**src/csd_defines.svh**
```systemverilog
// Purpose: Constants for the calibration and scaling datapath
// Assumes: Two channels, 16-bit samples, 50 MHz module clock
// Notes:   Offsets are object indexes, kept as printed
`ifndef CSD_DEFINES_SVH
`define CSD_DEFINES_SVH

`define CSD_NUM_CH          2
`define CSD_FIFO_DEPTH      8
`define CSD_FIFO_AW         3
`define CSD_RESTORE_IDX     16'h1011
`define CSD_RESTORE_SUB_CNT 8'h00
`define CSD_RESTORE_SUB_KEY 8'h01
`define CSD_RESTORE_CNT_RST 8'h01
`define CSD_RESTORE_KEY     32'h64616f6c
`define CSD_SET_IDX_BASE    16'h8010
`define CSD_VEND_IDX_BASE   16'h801f
`define CSD_IDX_CH_STEP     16'h0010
`define CSD_RAW_IDX_BASE    16'h801e
`define CSD_SUB_US_EN       8'h01
`define CSD_SUB_UC_EN       8'h07
`define CSD_SUB_VC_EN       8'h08
`define CSD_SUB_US_OFS      8'h11
`define CSD_SUB_US_GAIN     8'h12
`define CSD_SUB_UC_OFS      8'h15
`define CSD_SUB_UC_GAIN     8'h16
`define CSD_SUB_VC_OFS      8'h01
`define CSD_SUB_VC_GAIN     8'h02
`define CSD_SUB_RAW         8'h01
`define CSD_CAL_SHIFT       14
`define CSD_SCL_SHIFT       16
`define CSD_US_GAIN_RST     32'h00010000
`define CSD_UC_GAIN_RST     16'hffff
`define CSD_VC_GAIN_RST     16'h4000
`define CSD_OFS_RST         16'h0000
`define CSD_VC_EN_RST       1'b1
`define CSD_PRODUCER_KEY    32'h00000000

`endif

```
**src/csd_pkg.sv**
```systemverilog
// Purpose: Types for the calibration and scaling datapath
// Assumes: csd_defines.svh holds the numbers
// Notes:   Types only
package csd_pkg;
   typedef logic signed [15:0] csd_sample_t;
   typedef logic [15:0]        csd_index_t;
   typedef logic [7:0]         csd_sub_t;
   typedef logic [31:0]        csd_word_t;
   typedef enum logic [3:0] {
      CSD_IDLE = 4'b0001,
      CSD_VEND = 4'b0010,
      CSD_USER = 4'b0100,
      CSD_SCAL = 4'b1000
   } csd_state_t;
endpackage

```
**src/csd_fifo.sv**
```systemverilog
// Purpose: Sample FIFO in front of the correction chain
// Assumes: Same clock on both sides
// Notes:   Full and empty are exact; write ignored when full
`timescale 1ns/1ps
module csd_fifo #(
   parameter int WIDTH = 17,
   parameter int DEPTH = 8,
   parameter int AW    = 3
) (
   input  wire logic             i_clk,
   input  wire logic             i_rst_n,
   input  wire logic             i_in_valid,
   output logic                  o_in_ready,
   input  wire logic [WIDTH-1:0] i_in_data,
   output logic                  o_out_valid,
   input  wire logic             i_out_ready,
   output logic      [WIDTH-1:0] o_out_data
);
   logic [WIDTH-1:0] mem [DEPTH];
   logic [AW-1:0]    wr_ptr_ff;
   logic [AW-1:0]    rd_ptr_ff;
   logic [AW:0]      count_ff;
   wire              push = i_in_valid && o_in_ready;
   wire              pop  = o_out_valid && i_out_ready;

   // Flags derived from the occupancy count
   assign o_in_ready  = (count_ff != (AW+1)'(DEPTH));
   assign o_out_valid = (count_ff != '0);
   assign o_out_data  = mem[rd_ptr_ff];

   // Storage, no reset needed for data
   always_ff @(posedge i_clk) begin
      if (push) begin
         mem[wr_ptr_ff] <= i_in_data;
      end
   end

   // Pointers and count
   always_ff @(posedge i_clk or negedge i_rst_n) begin
      if (!i_rst_n) begin
         wr_ptr_ff <= '0;
         rd_ptr_ff <= '0;
         count_ff  <= '0;
      end else begin
         if (push) wr_ptr_ff <= wr_ptr_ff + 1'b1;
         if (pop)  rd_ptr_ff <= rd_ptr_ff + 1'b1;
         count_ff <= count_ff + (AW+1)'(push) - (AW+1)'(pop);
      end
   end
endmodule

```
**src/csd_top.sv**
```systemverilog
// Purpose: Per-channel calibration and scaling of raw converter samples
// Assumes: Object dictionary writes arrive as index/subindex/data strobes
// Notes:   One stage per clock, result saturated to 16 bits
//          Ready is exact, so an obeying sender never loses a sample
`timescale 1ns/1ps
`include "csd_defines.svh"
module csd_top (
   input  wire logic             I_REF_CLK,
   input  wire logic             I_RST_N,
   input  wire logic             I_RAW_VALID,
   output logic                  O_RAW_READY,
   input  wire logic             I_RAW_CH,
   input  wire csd_pkg::csd_sample_t I_RAW_DATA,
   input  wire logic             I_OD_WR,
   input  wire logic             I_OD_RD,
   input  wire csd_pkg::csd_index_t I_OD_INDEX,
   input  wire csd_pkg::csd_sub_t   I_OD_SUB,
   input  wire csd_pkg::csd_word_t  I_OD_WDATA,
   output csd_pkg::csd_word_t       O_OD_RDATA,
   output logic                  O_OD_ACK,
   output logic                  O_OD_ERR,
   output logic                  O_PV_VALID,
   output logic                  O_PV_CH,
   output csd_pkg::csd_sample_t  O_PV_DATA
);
   import csd_pkg::*;

   // -----------------------------------------------------------------
   // Functions
   // -----------------------------------------------------------------
   // Clamp a wide signed value into the 16-bit range
   // Clamping beats wrapping, which would swing the output end to end
   function automatic csd_sample_t sat16(input logic signed [63:0] v);
      if (v > 64'sd32767)       sat16 = 16'sh7fff;
      else if (v < -64'sd32768) sat16 = 16'sh8000;
      else                      sat16 = v[15:0];
   endfunction

   // Calibration step, gain taken unsigned in Q2.14
   function automatic csd_sample_t cal_step(input csd_sample_t x, input csd_sample_t ofs,
                                            input logic [15:0] gain);
      logic signed [63:0] d;
      d = 64'(x) - 64'(ofs);
      cal_step = sat16((d * $signed({48'h0, gain})) >>> `CSD_CAL_SHIFT);
   endfunction

   // Object index for a channel
   function automatic csd_index_t ch_idx(input csd_index_t base, input logic ch);
      ch_idx = base + (ch ? `CSD_IDX_CH_STEP : 16'h0000);
   endfunction

   // -----------------------------------------------------------------
   // Parameter storage
   // -----------------------------------------------------------------
   logic        us_en_ff  [2];
   logic        uc_en_ff  [2];
   logic        vc_en_ff  [2];
   csd_sample_t us_ofs_ff [2];
   csd_word_t   us_gain_ff[2];
   csd_sample_t uc_ofs_ff [2];
   logic [15:0] uc_gain_ff[2];
   csd_sample_t vc_ofs_ff [2];
   logic [15:0] vc_gain_ff[2];
   csd_sample_t raw_ff    [2];
   // Key words written by the controller
   csd_word_t   restore_key_ff;
   csd_word_t   producer_key_ff;

   // Vendor coefficients only open once the producer key is stored
   // A zero key macro keeps them locked, as delivered
   wire         key_ok  = (producer_key_ff == `CSD_PRODUCER_KEY) && (`CSD_PRODUCER_KEY != 32'h0);
   wire         restore = I_OD_WR && (I_OD_INDEX == `CSD_RESTORE_IDX)
                          && (I_OD_SUB == `CSD_RESTORE_SUB_KEY) && (I_OD_WDATA == `CSD_RESTORE_KEY);

   // Per-channel address hits
   logic set_hit [2];
   logic vnd_hit [2];
   logic raw_hit [2];
   for (genvar c = 0; c < 2; c++) begin : g_hit
      assign set_hit[c] = (I_OD_INDEX == ch_idx(`CSD_SET_IDX_BASE, (c != 0)));
      assign vnd_hit[c] = (I_OD_INDEX == ch_idx(`CSD_VEND_IDX_BASE, (c != 0)));
      assign raw_hit[c] = (I_OD_INDEX == ch_idx(`CSD_RAW_IDX_BASE, (c != 0)));
   end

   // Settings per channel; restore brings back delivery values
   // Restore leaves vendor coefficients alone: they belong to the maker
   for (genvar c = 0; c < 2; c++) begin : g_par
      always_ff @(posedge I_REF_CLK or negedge I_RST_N) begin
         if (!I_RST_N) begin
            us_en_ff[c]   <= 1'b0;
            uc_en_ff[c]   <= 1'b0;
            vc_en_ff[c]   <= `CSD_VC_EN_RST;
            us_ofs_ff[c]  <= `CSD_OFS_RST;
            us_gain_ff[c] <= `CSD_US_GAIN_RST;
            uc_ofs_ff[c]  <= `CSD_OFS_RST;
            uc_gain_ff[c] <= `CSD_UC_GAIN_RST;
            vc_ofs_ff[c]  <= `CSD_OFS_RST;
            vc_gain_ff[c] <= `CSD_VC_GAIN_RST;
         end else if (restore) begin
            us_en_ff[c]   <= 1'b0;
            uc_en_ff[c]   <= 1'b0;
            vc_en_ff[c]   <= `CSD_VC_EN_RST;
            us_ofs_ff[c]  <= `CSD_OFS_RST;
            us_gain_ff[c] <= `CSD_US_GAIN_RST;
            uc_ofs_ff[c]  <= `CSD_OFS_RST;
            uc_gain_ff[c] <= `CSD_UC_GAIN_RST;
         end else if (I_OD_WR && set_hit[c]) begin
            if (I_OD_SUB == `CSD_SUB_US_EN)   us_en_ff[c]   <= I_OD_WDATA[0];
            if (I_OD_SUB == `CSD_SUB_UC_EN)   uc_en_ff[c]   <= I_OD_WDATA[0];
            if (I_OD_SUB == `CSD_SUB_VC_EN)   vc_en_ff[c]   <= I_OD_WDATA[0];
            if (I_OD_SUB == `CSD_SUB_US_OFS)  us_ofs_ff[c]  <= I_OD_WDATA[15:0];
            if (I_OD_SUB == `CSD_SUB_US_GAIN) us_gain_ff[c] <= I_OD_WDATA;
            if (I_OD_SUB == `CSD_SUB_UC_OFS)  uc_ofs_ff[c]  <= I_OD_WDATA[15:0];
            if (I_OD_SUB == `CSD_SUB_UC_GAIN) uc_gain_ff[c] <= I_OD_WDATA[15:0];
         end else if (I_OD_WR && vnd_hit[c] && key_ok) begin
            if (I_OD_SUB == `CSD_SUB_VC_OFS)  vc_ofs_ff[c]  <= I_OD_WDATA[15:0];
            if (I_OD_SUB == `CSD_SUB_VC_GAIN) vc_gain_ff[c] <= I_OD_WDATA[15:0];
         end
      end
   end

   // Key registers; restore key reads back zero after acting
   wire         key_wr = I_OD_WR && (I_OD_INDEX == `CSD_RESTORE_IDX) && (I_OD_SUB == `CSD_RESTORE_SUB_KEY);
   always_ff @(posedge I_REF_CLK or negedge I_RST_N) begin
      if (!I_RST_N) begin
         restore_key_ff  <= 32'h0;
         producer_key_ff <= 32'h0;
      end else begin
         if (restore) begin
            restore_key_ff <= 32'h0;
         end else if (key_wr) begin
            restore_key_ff <= I_OD_WDATA;
         end
         if (I_OD_WR && vnd_hit[0] && (I_OD_SUB == 8'h00)) producer_key_ff <= I_OD_WDATA;
      end
   end

   // -----------------------------------------------------------------
   // Sample FIFO
   // -----------------------------------------------------------------
   // Pop only while idle: the stages share one accumulator
   csd_state_t  state_ff;
   logic        f_valid;
   logic        f_ready;
   logic [16:0] f_data;
   wire         f_pop_ok = (state_ff == CSD_IDLE);

   csd_fifo #(.WIDTH(17), .DEPTH(`CSD_FIFO_DEPTH), .AW(`CSD_FIFO_AW)) u_fifo (
      .i_clk       (I_REF_CLK),
      .i_rst_n     (I_RST_N),
      .i_in_valid  (I_RAW_VALID),
      .o_in_ready  (f_ready),
      .i_in_data   ({I_RAW_CH, I_RAW_DATA}),
      .o_out_valid (f_valid),
      .i_out_ready (f_pop_ok),
      .o_out_data  (f_data)
   );

   // -----------------------------------------------------------------
   // Correction chain
   // -----------------------------------------------------------------
   csd_state_t  nxt_state;
   csd_sample_t acc_ff;
   csd_sample_t nxt_acc;
   logic        ch_ff;
   wire         take = f_valid && (state_ff == CSD_IDLE);
   // All three stage results are formed every cycle; the state picks one
   wire  csd_sample_t vend_val = cal_step(acc_ff, vc_ofs_ff[ch_ff], vc_gain_ff[ch_ff]);
   wire  csd_sample_t user_val = cal_step(acc_ff, uc_ofs_ff[ch_ff], uc_gain_ff[ch_ff]);
   wire  logic signed [63:0] scl_prod = (64'(acc_ff) * 64'($signed(us_gain_ff[ch_ff]))) >>> `CSD_SCL_SHIFT;
   wire  csd_sample_t scal_val = sat16(scl_prod + 64'(us_ofs_ff[ch_ff]));

   // Step through the three stages, each optional
   // One stage per clock keeps each multiplier path short
   always_comb begin
      nxt_state = state_ff;
      nxt_acc   = acc_ff;
      unique case (state_ff)
         CSD_IDLE: begin
            if (take) begin
               nxt_state = CSD_VEND;
               nxt_acc   = f_data[15:0];
            end
         end
         CSD_VEND: begin
            nxt_state = CSD_USER;
            if (vc_en_ff[ch_ff]) nxt_acc = vend_val;
         end
         CSD_USER: begin
            nxt_state = CSD_SCAL;
            if (uc_en_ff[ch_ff]) nxt_acc = user_val;
         end
         CSD_SCAL: begin
            nxt_state = CSD_IDLE;
            if (us_en_ff[ch_ff]) nxt_acc = scal_val;
         end
         default: begin
            nxt_state = CSD_IDLE;
         end
      endcase
   end

   // Chain registers, raw store and process value output
   always_ff @(posedge I_REF_CLK or negedge I_RST_N) begin
      if (!I_RST_N) begin
         state_ff   <= CSD_IDLE;
         acc_ff     <= 16'sh0000;
         ch_ff      <= 1'b0;
         raw_ff[0]  <= 16'sh0000;
         raw_ff[1]  <= 16'sh0000;
         O_PV_VALID <= 1'b0;
         O_PV_CH    <= 1'b0;
         O_PV_DATA  <= 16'sh0000;
      end else begin
         state_ff   <= nxt_state;
         acc_ff     <= nxt_acc;
         if (take) begin
            ch_ff             <= f_data[16];
            raw_ff[f_data[16]] <= f_data[15:0];
         end
         // Result data holds between results; only valid pulses
         O_PV_VALID <= (state_ff == CSD_SCAL);
         if (state_ff == CSD_SCAL) begin
            O_PV_CH   <= ch_ff;
            O_PV_DATA <= nxt_acc;
         end
      end
   end

   // -----------------------------------------------------------------
   // Object read port
   // -----------------------------------------------------------------
   logic        rd_hit;
   csd_word_t   rd_val;
   // Unknown objects read as zero with the error flag raised
   always_comb begin
      rd_hit = 1'b1;
      rd_val = 32'h0;
      if (I_OD_INDEX == `CSD_RESTORE_IDX && I_OD_SUB == `CSD_RESTORE_SUB_CNT) rd_val = 32'(`CSD_RESTORE_CNT_RST);
      else if (I_OD_INDEX == `CSD_RESTORE_IDX && I_OD_SUB == `CSD_RESTORE_SUB_KEY) rd_val = restore_key_ff;
      else begin
         rd_hit = 1'b0;
         for (int c = 0; c < 2; c++) begin
            if (raw_hit[c] && I_OD_SUB == `CSD_SUB_RAW) begin
               rd_hit = 1'b1; rd_val = 32'(signed'(raw_ff[c]));
            end
            if (set_hit[c]) begin
               rd_hit = 1'b1;
               unique case (I_OD_SUB)
                  `CSD_SUB_US_EN:   rd_val = {31'h0, us_en_ff[c]};
                  `CSD_SUB_UC_EN:   rd_val = {31'h0, uc_en_ff[c]};
                  `CSD_SUB_VC_EN:   rd_val = {31'h0, vc_en_ff[c]};
                  `CSD_SUB_US_OFS:  rd_val = 32'(signed'(us_ofs_ff[c]));
                  `CSD_SUB_US_GAIN: rd_val = us_gain_ff[c];
                  `CSD_SUB_UC_OFS:  rd_val = 32'(signed'(uc_ofs_ff[c]));
                  `CSD_SUB_UC_GAIN: rd_val = {16'h0, uc_gain_ff[c]};
                  default:          rd_hit = 1'b0;
               endcase
            end
            if (vnd_hit[c] && I_OD_SUB == `CSD_SUB_VC_OFS)  begin rd_hit = 1'b1; rd_val = 32'(signed'(vc_ofs_ff[c])); end
            if (vnd_hit[c] && I_OD_SUB == `CSD_SUB_VC_GAIN) begin rd_hit = 1'b1; rd_val = {16'h0, vc_gain_ff[c]}; end
         end
      end
   end

   // Shadow fill level: ready comes from a flop and is still exact,
   // so a sender that obeys it never loses a sample to a full FIFO
   logic [3:0]  occ_ff;
   wire  [3:0]  nxt_occ = occ_ff + 4'(I_RAW_VALID && f_ready) - 4'(take);

   // Registered answers, one cycle after the strobe
   always_ff @(posedge I_REF_CLK or negedge I_RST_N) begin
      if (!I_RST_N) begin
         O_OD_RDATA  <= 32'h0;
         O_OD_ACK    <= 1'b0;
         O_OD_ERR    <= 1'b0;
         O_RAW_READY <= 1'b0;
         occ_ff      <= 4'h0;
      end else begin
         O_OD_ACK    <= I_OD_RD || I_OD_WR;
         O_OD_ERR    <= I_OD_RD && !rd_hit;
         O_OD_RDATA  <= (I_OD_RD && rd_hit) ? rd_val : 32'h0;
         O_RAW_READY <= (nxt_occ != 4'(`CSD_FIFO_DEPTH));   // Room after this edge
         occ_ff      <= nxt_occ;
      end
   end
endmodule

```
**config.mk**
```make
export PLATFORM = sky130hd
export DESIGN_NAME = csd_top
export DESIGN_NICKNAME = d
export VERILOG_FILES = /design/src/csd_pkg.sv /design/src/csd_fifo.sv /design/src/csd_top.sv
export VERILOG_INCLUDE_DIRS = /design/src
export SDC_FILE = /design/constraint.sdc
export NUM_CORES = 2
export LEC_CHECK = 0
export BUFFER_PORTS_ARGS = -buffer_cell sky130_fd_sc_hd__buf_2
export CORE_ASPECT_RATIO = 1.5
export CORE_MARGIN = 8
export CORE_UTILIZATION = 65
export DETAILED_ROUTE_END_ITERATION = 8
export HOLD_SLACK_MARGIN = 0.05
export PLACE_DENSITY = 0.82
export SYNTH_ARGS = -nofsm -noshare
export SYNTH_HDL_FRONTEND = slang
export SYNTH_SLANG_ARGS = --single-unit
```
**constraint.sdc**
```tcl
create_clock -name I_REF_CLK -period 15.6 [get_ports I_REF_CLK]
set_clock_uncertainty 0.2 [all_clocks]
set_input_delay 0.78 -clock I_REF_CLK [delete_from_list [all_inputs] [get_ports I_REF_CLK]]
set_output_delay 0.78 -clock I_REF_CLK [all_outputs]
set_load 0.02 [all_outputs]
```
# Word level (Yosys, flattened, before mapping)
# Memories as Yosys holds them, arrays and structs flattened.
# Cells that the tools add are included.
totals:
  rom_bits: 0
  memories: 1
  latchBits: 0
  ff_bits: 318
  out_inout_bits: 53
  ram_bits: 136
mem_list:
  columns: ["memory", "words", "word_bits", "read_ports", "rd_clocked_by_memory_dff", "wr", "line", "rtl"]
  rows:
  - ["u_fifo.mem", 8, 17, 1, 0, 1, "csd_fifo.sv:19", "logic [WIDTH-1:0] mem [DEPTH];"]
op_classes:
  n_mul: 3
  shifts: 0
  bitwise_logic: 2
  div_mod_pow: 0
  muxes: 104
  n_addsub: 9
  order_cmp: 9
  reduce_logical: 47
  eq_ne: 23
ops:
  columns: ["cell", "n"]
  rows:
  - ["$mux W32", 21]
  - ["$mux W16", 39]
  - ["$pmux W32 S7", 2]
  - ["$eq A16 B16 Y1 const B", 6]
  - ["$mul A17 B17 Y34", 2]
  - ["$pmux W16 S4", 1]
  - ["$mul A16 B32 Y48", 1]
  - ["$gt A20 B16 Y1 const B", 2]
  - ["$lt A20 B16 Y1 const B", 2]
  - ["$mux W1", 37]
  - ["$sub A16 B16 Y17", 2]
  - ["$add A32 B16 Y33", 1]
  - ["$gt A33 B16 Y1 const B", 1]
  - ["$lt A33 B16 Y1 const B", 1]
  - ["$bwmux W32", 1]
  - ["$eq A32 B31 Y1 const B", 1]
  - ["$eq A8 B5 Y1 const B", 4]
  - ["$reduce_and A2 Y1", 14]
  - ["$reduce_bool A2 Y1", 10]
  - ["$logic_and A1 B1 Y1", 18]
  - ["$demux W16 S1", 1]
  - ["$eq A16 B13 Y1 const B", 1]
  - ["$pmux W4 S3", 1]
  - ["$add A4 B1 Y4", 2]
  - ["other kinds (21)", 26]

# Longest topological paths before layout
depth:
  ltp_word: 15
  depth_mapped: 43
  depth_no_buf: 38

# By module
# Synthesis repeated with hierarchy kept, for this count alone.
hier_totals:
  hier_cells: 5067
  area_unflattened_um2: 50230.7
by_module_without_submodules:
  columns: ["mod", "instances", "cells_per_inst", "seq_area_each_um2", "area_each_um2"]
  rows:
  - ["csd_top", 1, 4815, 7753.7, 44425.1]
  - ["csd_fifo", 1, 252, 4334.2, 5805.6]

# Worst setup path before layout
# No wires, ideal clock.
synth_path:
  path_kind: "register to register"
  from: "register ch_ff"
  to: "register acc_ff[10]"
  path_stages_with_launch: 41
  slack_ns: 4.477
  period_less_slack_ns: 11.123
  required_ns: 15.265
  t_arrival_ns: 10.788
  n_path_buf: 6
  path_cell_list: "dfrtp_1 > clkbuf_1 > buf_1 > clkbuf_1 > buf_1 > mux2i_1 > fa_1 > a21o_1 > a21oi_1 > o21bai_1 > a21oi_1 > o21bai_1 > a21oi_1 > o21bai_1 > a2111oi_0 > o31ai_1 > nand3_1 > clkbuf_1 > (+5 left out) > fa_1 > fa_1 > fa_1 > inv_1 > fa_1 > ha_1 > and3_1 > and4_1 > a31oi_1 > a31oi_1 > a21oi_1 > o21bai_1 > or4_1 > a211oi_1 > nor2_1 > clkbuf_1 > o221ai_1 > o211ai_1"
synth_via:
  elab_chain_len: 11
synth_rtl:
  columns: ["item", "line", "rtl"]
  rows:
  - ["start, declared", "csd_top.sv:165", "logic ch_ff;"]
  - ["start signal, assigned", "csd_top.sv:218", "ch_ff <= f_data[16];"]
  - ["$not A1 Y2 (implied by the code) *", null, null]
  - ["$mux W32 (implied by the code) or $mux W16 (tied branches) (3 in series)", "csd_top.sv:170, csd_top.sv:169", null]
  - ["$mul A16 B32 Y48 or $sub A16 B16 Y17 (tied branches)", "csd_top.sv:170, csd_top.sv:43", null]
  - ["$add A32 B16 Y33 or $mul A17 B17 Y34 (tied branches)", "csd_top.sv:171, csd_top.sv:44", null]
  - ["$lt A33 B16 Y1 or $lt A20 B16 Y1 (tied branches)", "csd_top.sv:35", "else if (v < -64'sd32768) sat16 = 16'sh8000;"]
  - ["$mux W16", "csd_top.sv:35", null]
  - ["$mux W16", "csd_top.sv:34", "if (v > 64'sd32767) sat16 = 16'sh7fff;"]
  - ["$mux W16 (on tied branches)", "csd_top.sv:195, csd_top.sv:191", null]
  - ["$pmux W16 S4 *", "csd_top.sv:178", "unique case (state_ff)"]
  - ["named net nxt_acc[10]", "csd_top.sv:164", "csd_sample_t nxt_acc;"]
  - ["end signal, assigned", "csd_top.sv:216", "acc_ff <= nxt_acc;"]
  - ["end, declared", "csd_top.sv:163", "csd_sample_t acc_ff;"]
# The timed path passes the listed nets; every way through them passes the cells marked *. The select of a mux whose other input is x is not followed.
# A chain may end at the register's enable or synchronous reset.

# Final worst setup path
layout_path:
  from: "register ch_ff"
  to: "register acc_ff[14]"
# Same word-level chain as after synthesis.

==> impl_metrics.ini <==
[status]
run_status = finished, final reports clean

[timing]
worst_slew_pin_slew_ps = 1450
finalWorstPathRequiredPeriod_ps = 12800
setup-violations-final = 0
report.final.hold_viol_count = 0
rsz0062_at_grt = no
fin_hold_ws_ps = 221
worst_slew_margin_rel = 0.0236
achievable-frequency_mhz = 78.2
final-max-slew-violation-count = 0
totalNegativeSetupSlack_ps = 0
final.period_utilization = 0.820

[worst_setup_path]
timing.critical_path.required_ps = 15850
criticalPathCategory = flip-flop to flip-flop
crit_path_max_incr_delay_ps = 990
cp.arrival_ps = 13040
path_max_fanout = 42
start_kind = flip-flop
critical_path.slowest_cell = a311oi_1
timing.critical_path.mode_cell = fa_1
endpoint_kind = flip-flop

[placed_design]
dp_cells = 6112
gp_congestion = 1.02
dp_hpwl_mm = 118
placement.io_buffers = 130

[grt]
grt_first_pass_wirelength_mm = 239
grt-ovfl-total = 0
grt_pass1_vias = 42497
grt_max_degree = 103
antenna_found_initial = 8
global_route.usage.total = 0.358

[clocking]
htree_num_levels = 2
clockRootBuffer = clkbuf_16
worst_skew_pair.late_latency_ps = 600
clock_sinks = 454
cts_buffer_depth = 3
cts-resized-gates = 0
clk_pin_slew_ps = 70
total_cts_buffers = 44
cts_tree = built

[layout]
layout_common_cells = 902 x inv_1, 766 x fa_1, 704 x nand2_1, 278 x dfrtp_1, 257 x ha_1
finalCoreUtilization = 0.695
layoutNonFillerInstCount = 6200
final_net_count = 6244
final_common_cell = inv_1
area.growth.synth_to_final_pct = 6.17
layout-drive-gt1-share = 0.120

[floorplanning]
start_util = 0.654
io-pin-count = 131
fp.dieArea_sq_um = 87100
die_width_um = 244
coreArea_sq_um = 77300
num_rows = 125
vert_die_dim_um = 358

[worst_hold_path]
hold_class = primary input to flip-flop

[drt]
drt-vias-per-instance = 6.32
postRouteAntennaNets = 0
drt_drc_violations_left = 0
detail_route.first_pass.iterations = 7
totalWireLength_mm = 155
wire_per_inst_um = 24.9
vias = 39164
drt_first_iter_violations = 3749

[synthesis]
syn-num-nets = 6256
mapped_avg_cell_area_sq_um = 9.81
synth-edff-count = 136
yosysUniqueCellTypes = 84
syn-instance-count = 5155
yosysSeqAreaShare = 0.239
dominantRegCellSynth = dfrtp_1
synth.cell_area_sq_um = 50600
post_synthesis_register_bit_count = 454
yosys_warnings = 0
postSynth.asyncResetShare = 0.700

[flow_run]
max-cap-violations = 0

[power_and_ir_drop]
power.ir.vdd_worst_mv = 0.187
pwr_density_cell_nw_per_um2 = 98.8
cell_leakage_power_uw = 0.0245
[flip-flops by register name, summed over array words and instances (netlist names), 16 cells and up]
register,count
raw_ff,32
us_ofs_ff,32
us_gain_ff,64
acc_ff,16
restore_key_ff,32
O_PV_DATA,16
u_fifo.mem,136
uc_ofs_ff,32
O_OD_RDATA,32
uc_gain_ff,32
[power by group]
part | switching (uW) | internal (uW)
combinational | 1790 | 856
clock | 481 | 608
sequential | 166 | 1400
total | 2430 | 2870
[cell type report]
cell class                 count  area [sq um]
fill                        5781         23600
inverter                     902          3390
clock buffer                  57          1210
tap                         1016          1270
multi-input combinational   3536         34200
timing repair buffer         205          1230
antenna                        5          12.5
sequential                   454         12100
clock inverter                25           278
[cell families (layout without fill, tap and decap cells)]
kind of cell,Yosys count,count (layout),share of synthesized area
other,0,5,0
flip-flops,454,454,0.239
AO/OA/AOI/OAI,733,733,0.0920
adder cells (fa/ha/maj),1023,1023,0.367
XOR/XNOR,117,117,0.0203
multiplexers,285,285,0.0702
AND/OR/NAND/NOR,1378,1378,0.125
buffers and inverters,1165,1189,0.0866
[Yosys cell counts (36+ instances only)]
master	number	area, sq um
xor2_1	39	342
and2_1	193	1210
nor2_1	225	845
ha_1	257	3220
xnor2_1	78	683
dfrtp_1	281	7030
mux2i_1	36	360
a21oi_1	223	1120
fa_1	766	15300
mux2_2	215	2420
dfstp_2	37	972
a22oi_1	66	495
inv_1	902	3390
edfxtp_1	136	4080
nand2_1	704	2640
o21ai_0	171	856
clkbuf_1	229	860
a21o_1	41	308
nand3_1	45	225
[final timing paths]
path                            slack [ps]    startpoint             end  cells past startpoint
max in group asynchronous            12130       I_RST_N   uc_ofs_ff[18]                      4
worst max-delay path                  2800         ch_ff      acc_ff[14]                     35
min in group asynchronous              630       I_RST_N  us_gain_ff[23]                      2
worst max register to register        2800         ch_ff      acc_ff[14]                     35
worst min-delay path                   220       I_OD_RD        O_OD_ACK                      2
worst min register to register         280  O_PV_DATA[8]    O_PV_DATA[8]                      2
[timing repair]
action | CTS | global route
hold endpoints to repair | 17 | 0
setup buffers | 0 | 0
hold buffers | 1 | 0
[metrics by stage]
stage,total power [uW],setup WS (ps),cell area (sq um)
final,5300,2800,53700
after global routing,5480,2370,53700
after CTS,5220,3130,53700
after detailed placement,4120,3180,52200
after global placement,4070,3420,52200
after floorplan,3140,4480,50600
[critical path: cells and delay by family, from the launching register on]
kind	cells	cell delay (ps)
buffers and inverters	5	1100
XOR/XNOR	1	130
multiplexers	1	180
flip-flops	1	580
AO/OA/AOI/OAI	14	5430
AND/OR/NAND/NOR	6	1410
adder cells (fa/ha/maj)	8	3590
[per-layer routing]
layer	track usage	vias to the layer above	part of all wire
met1	0.383	19668	0.32
met2	0.611	2150	0.49
li1	-	16519	-
met4	0.317	8	0.11
met5	0	-	0.00032
met3	0.0583	819	0.078
No activity file was read; power rests on OpenSTA's default activity.
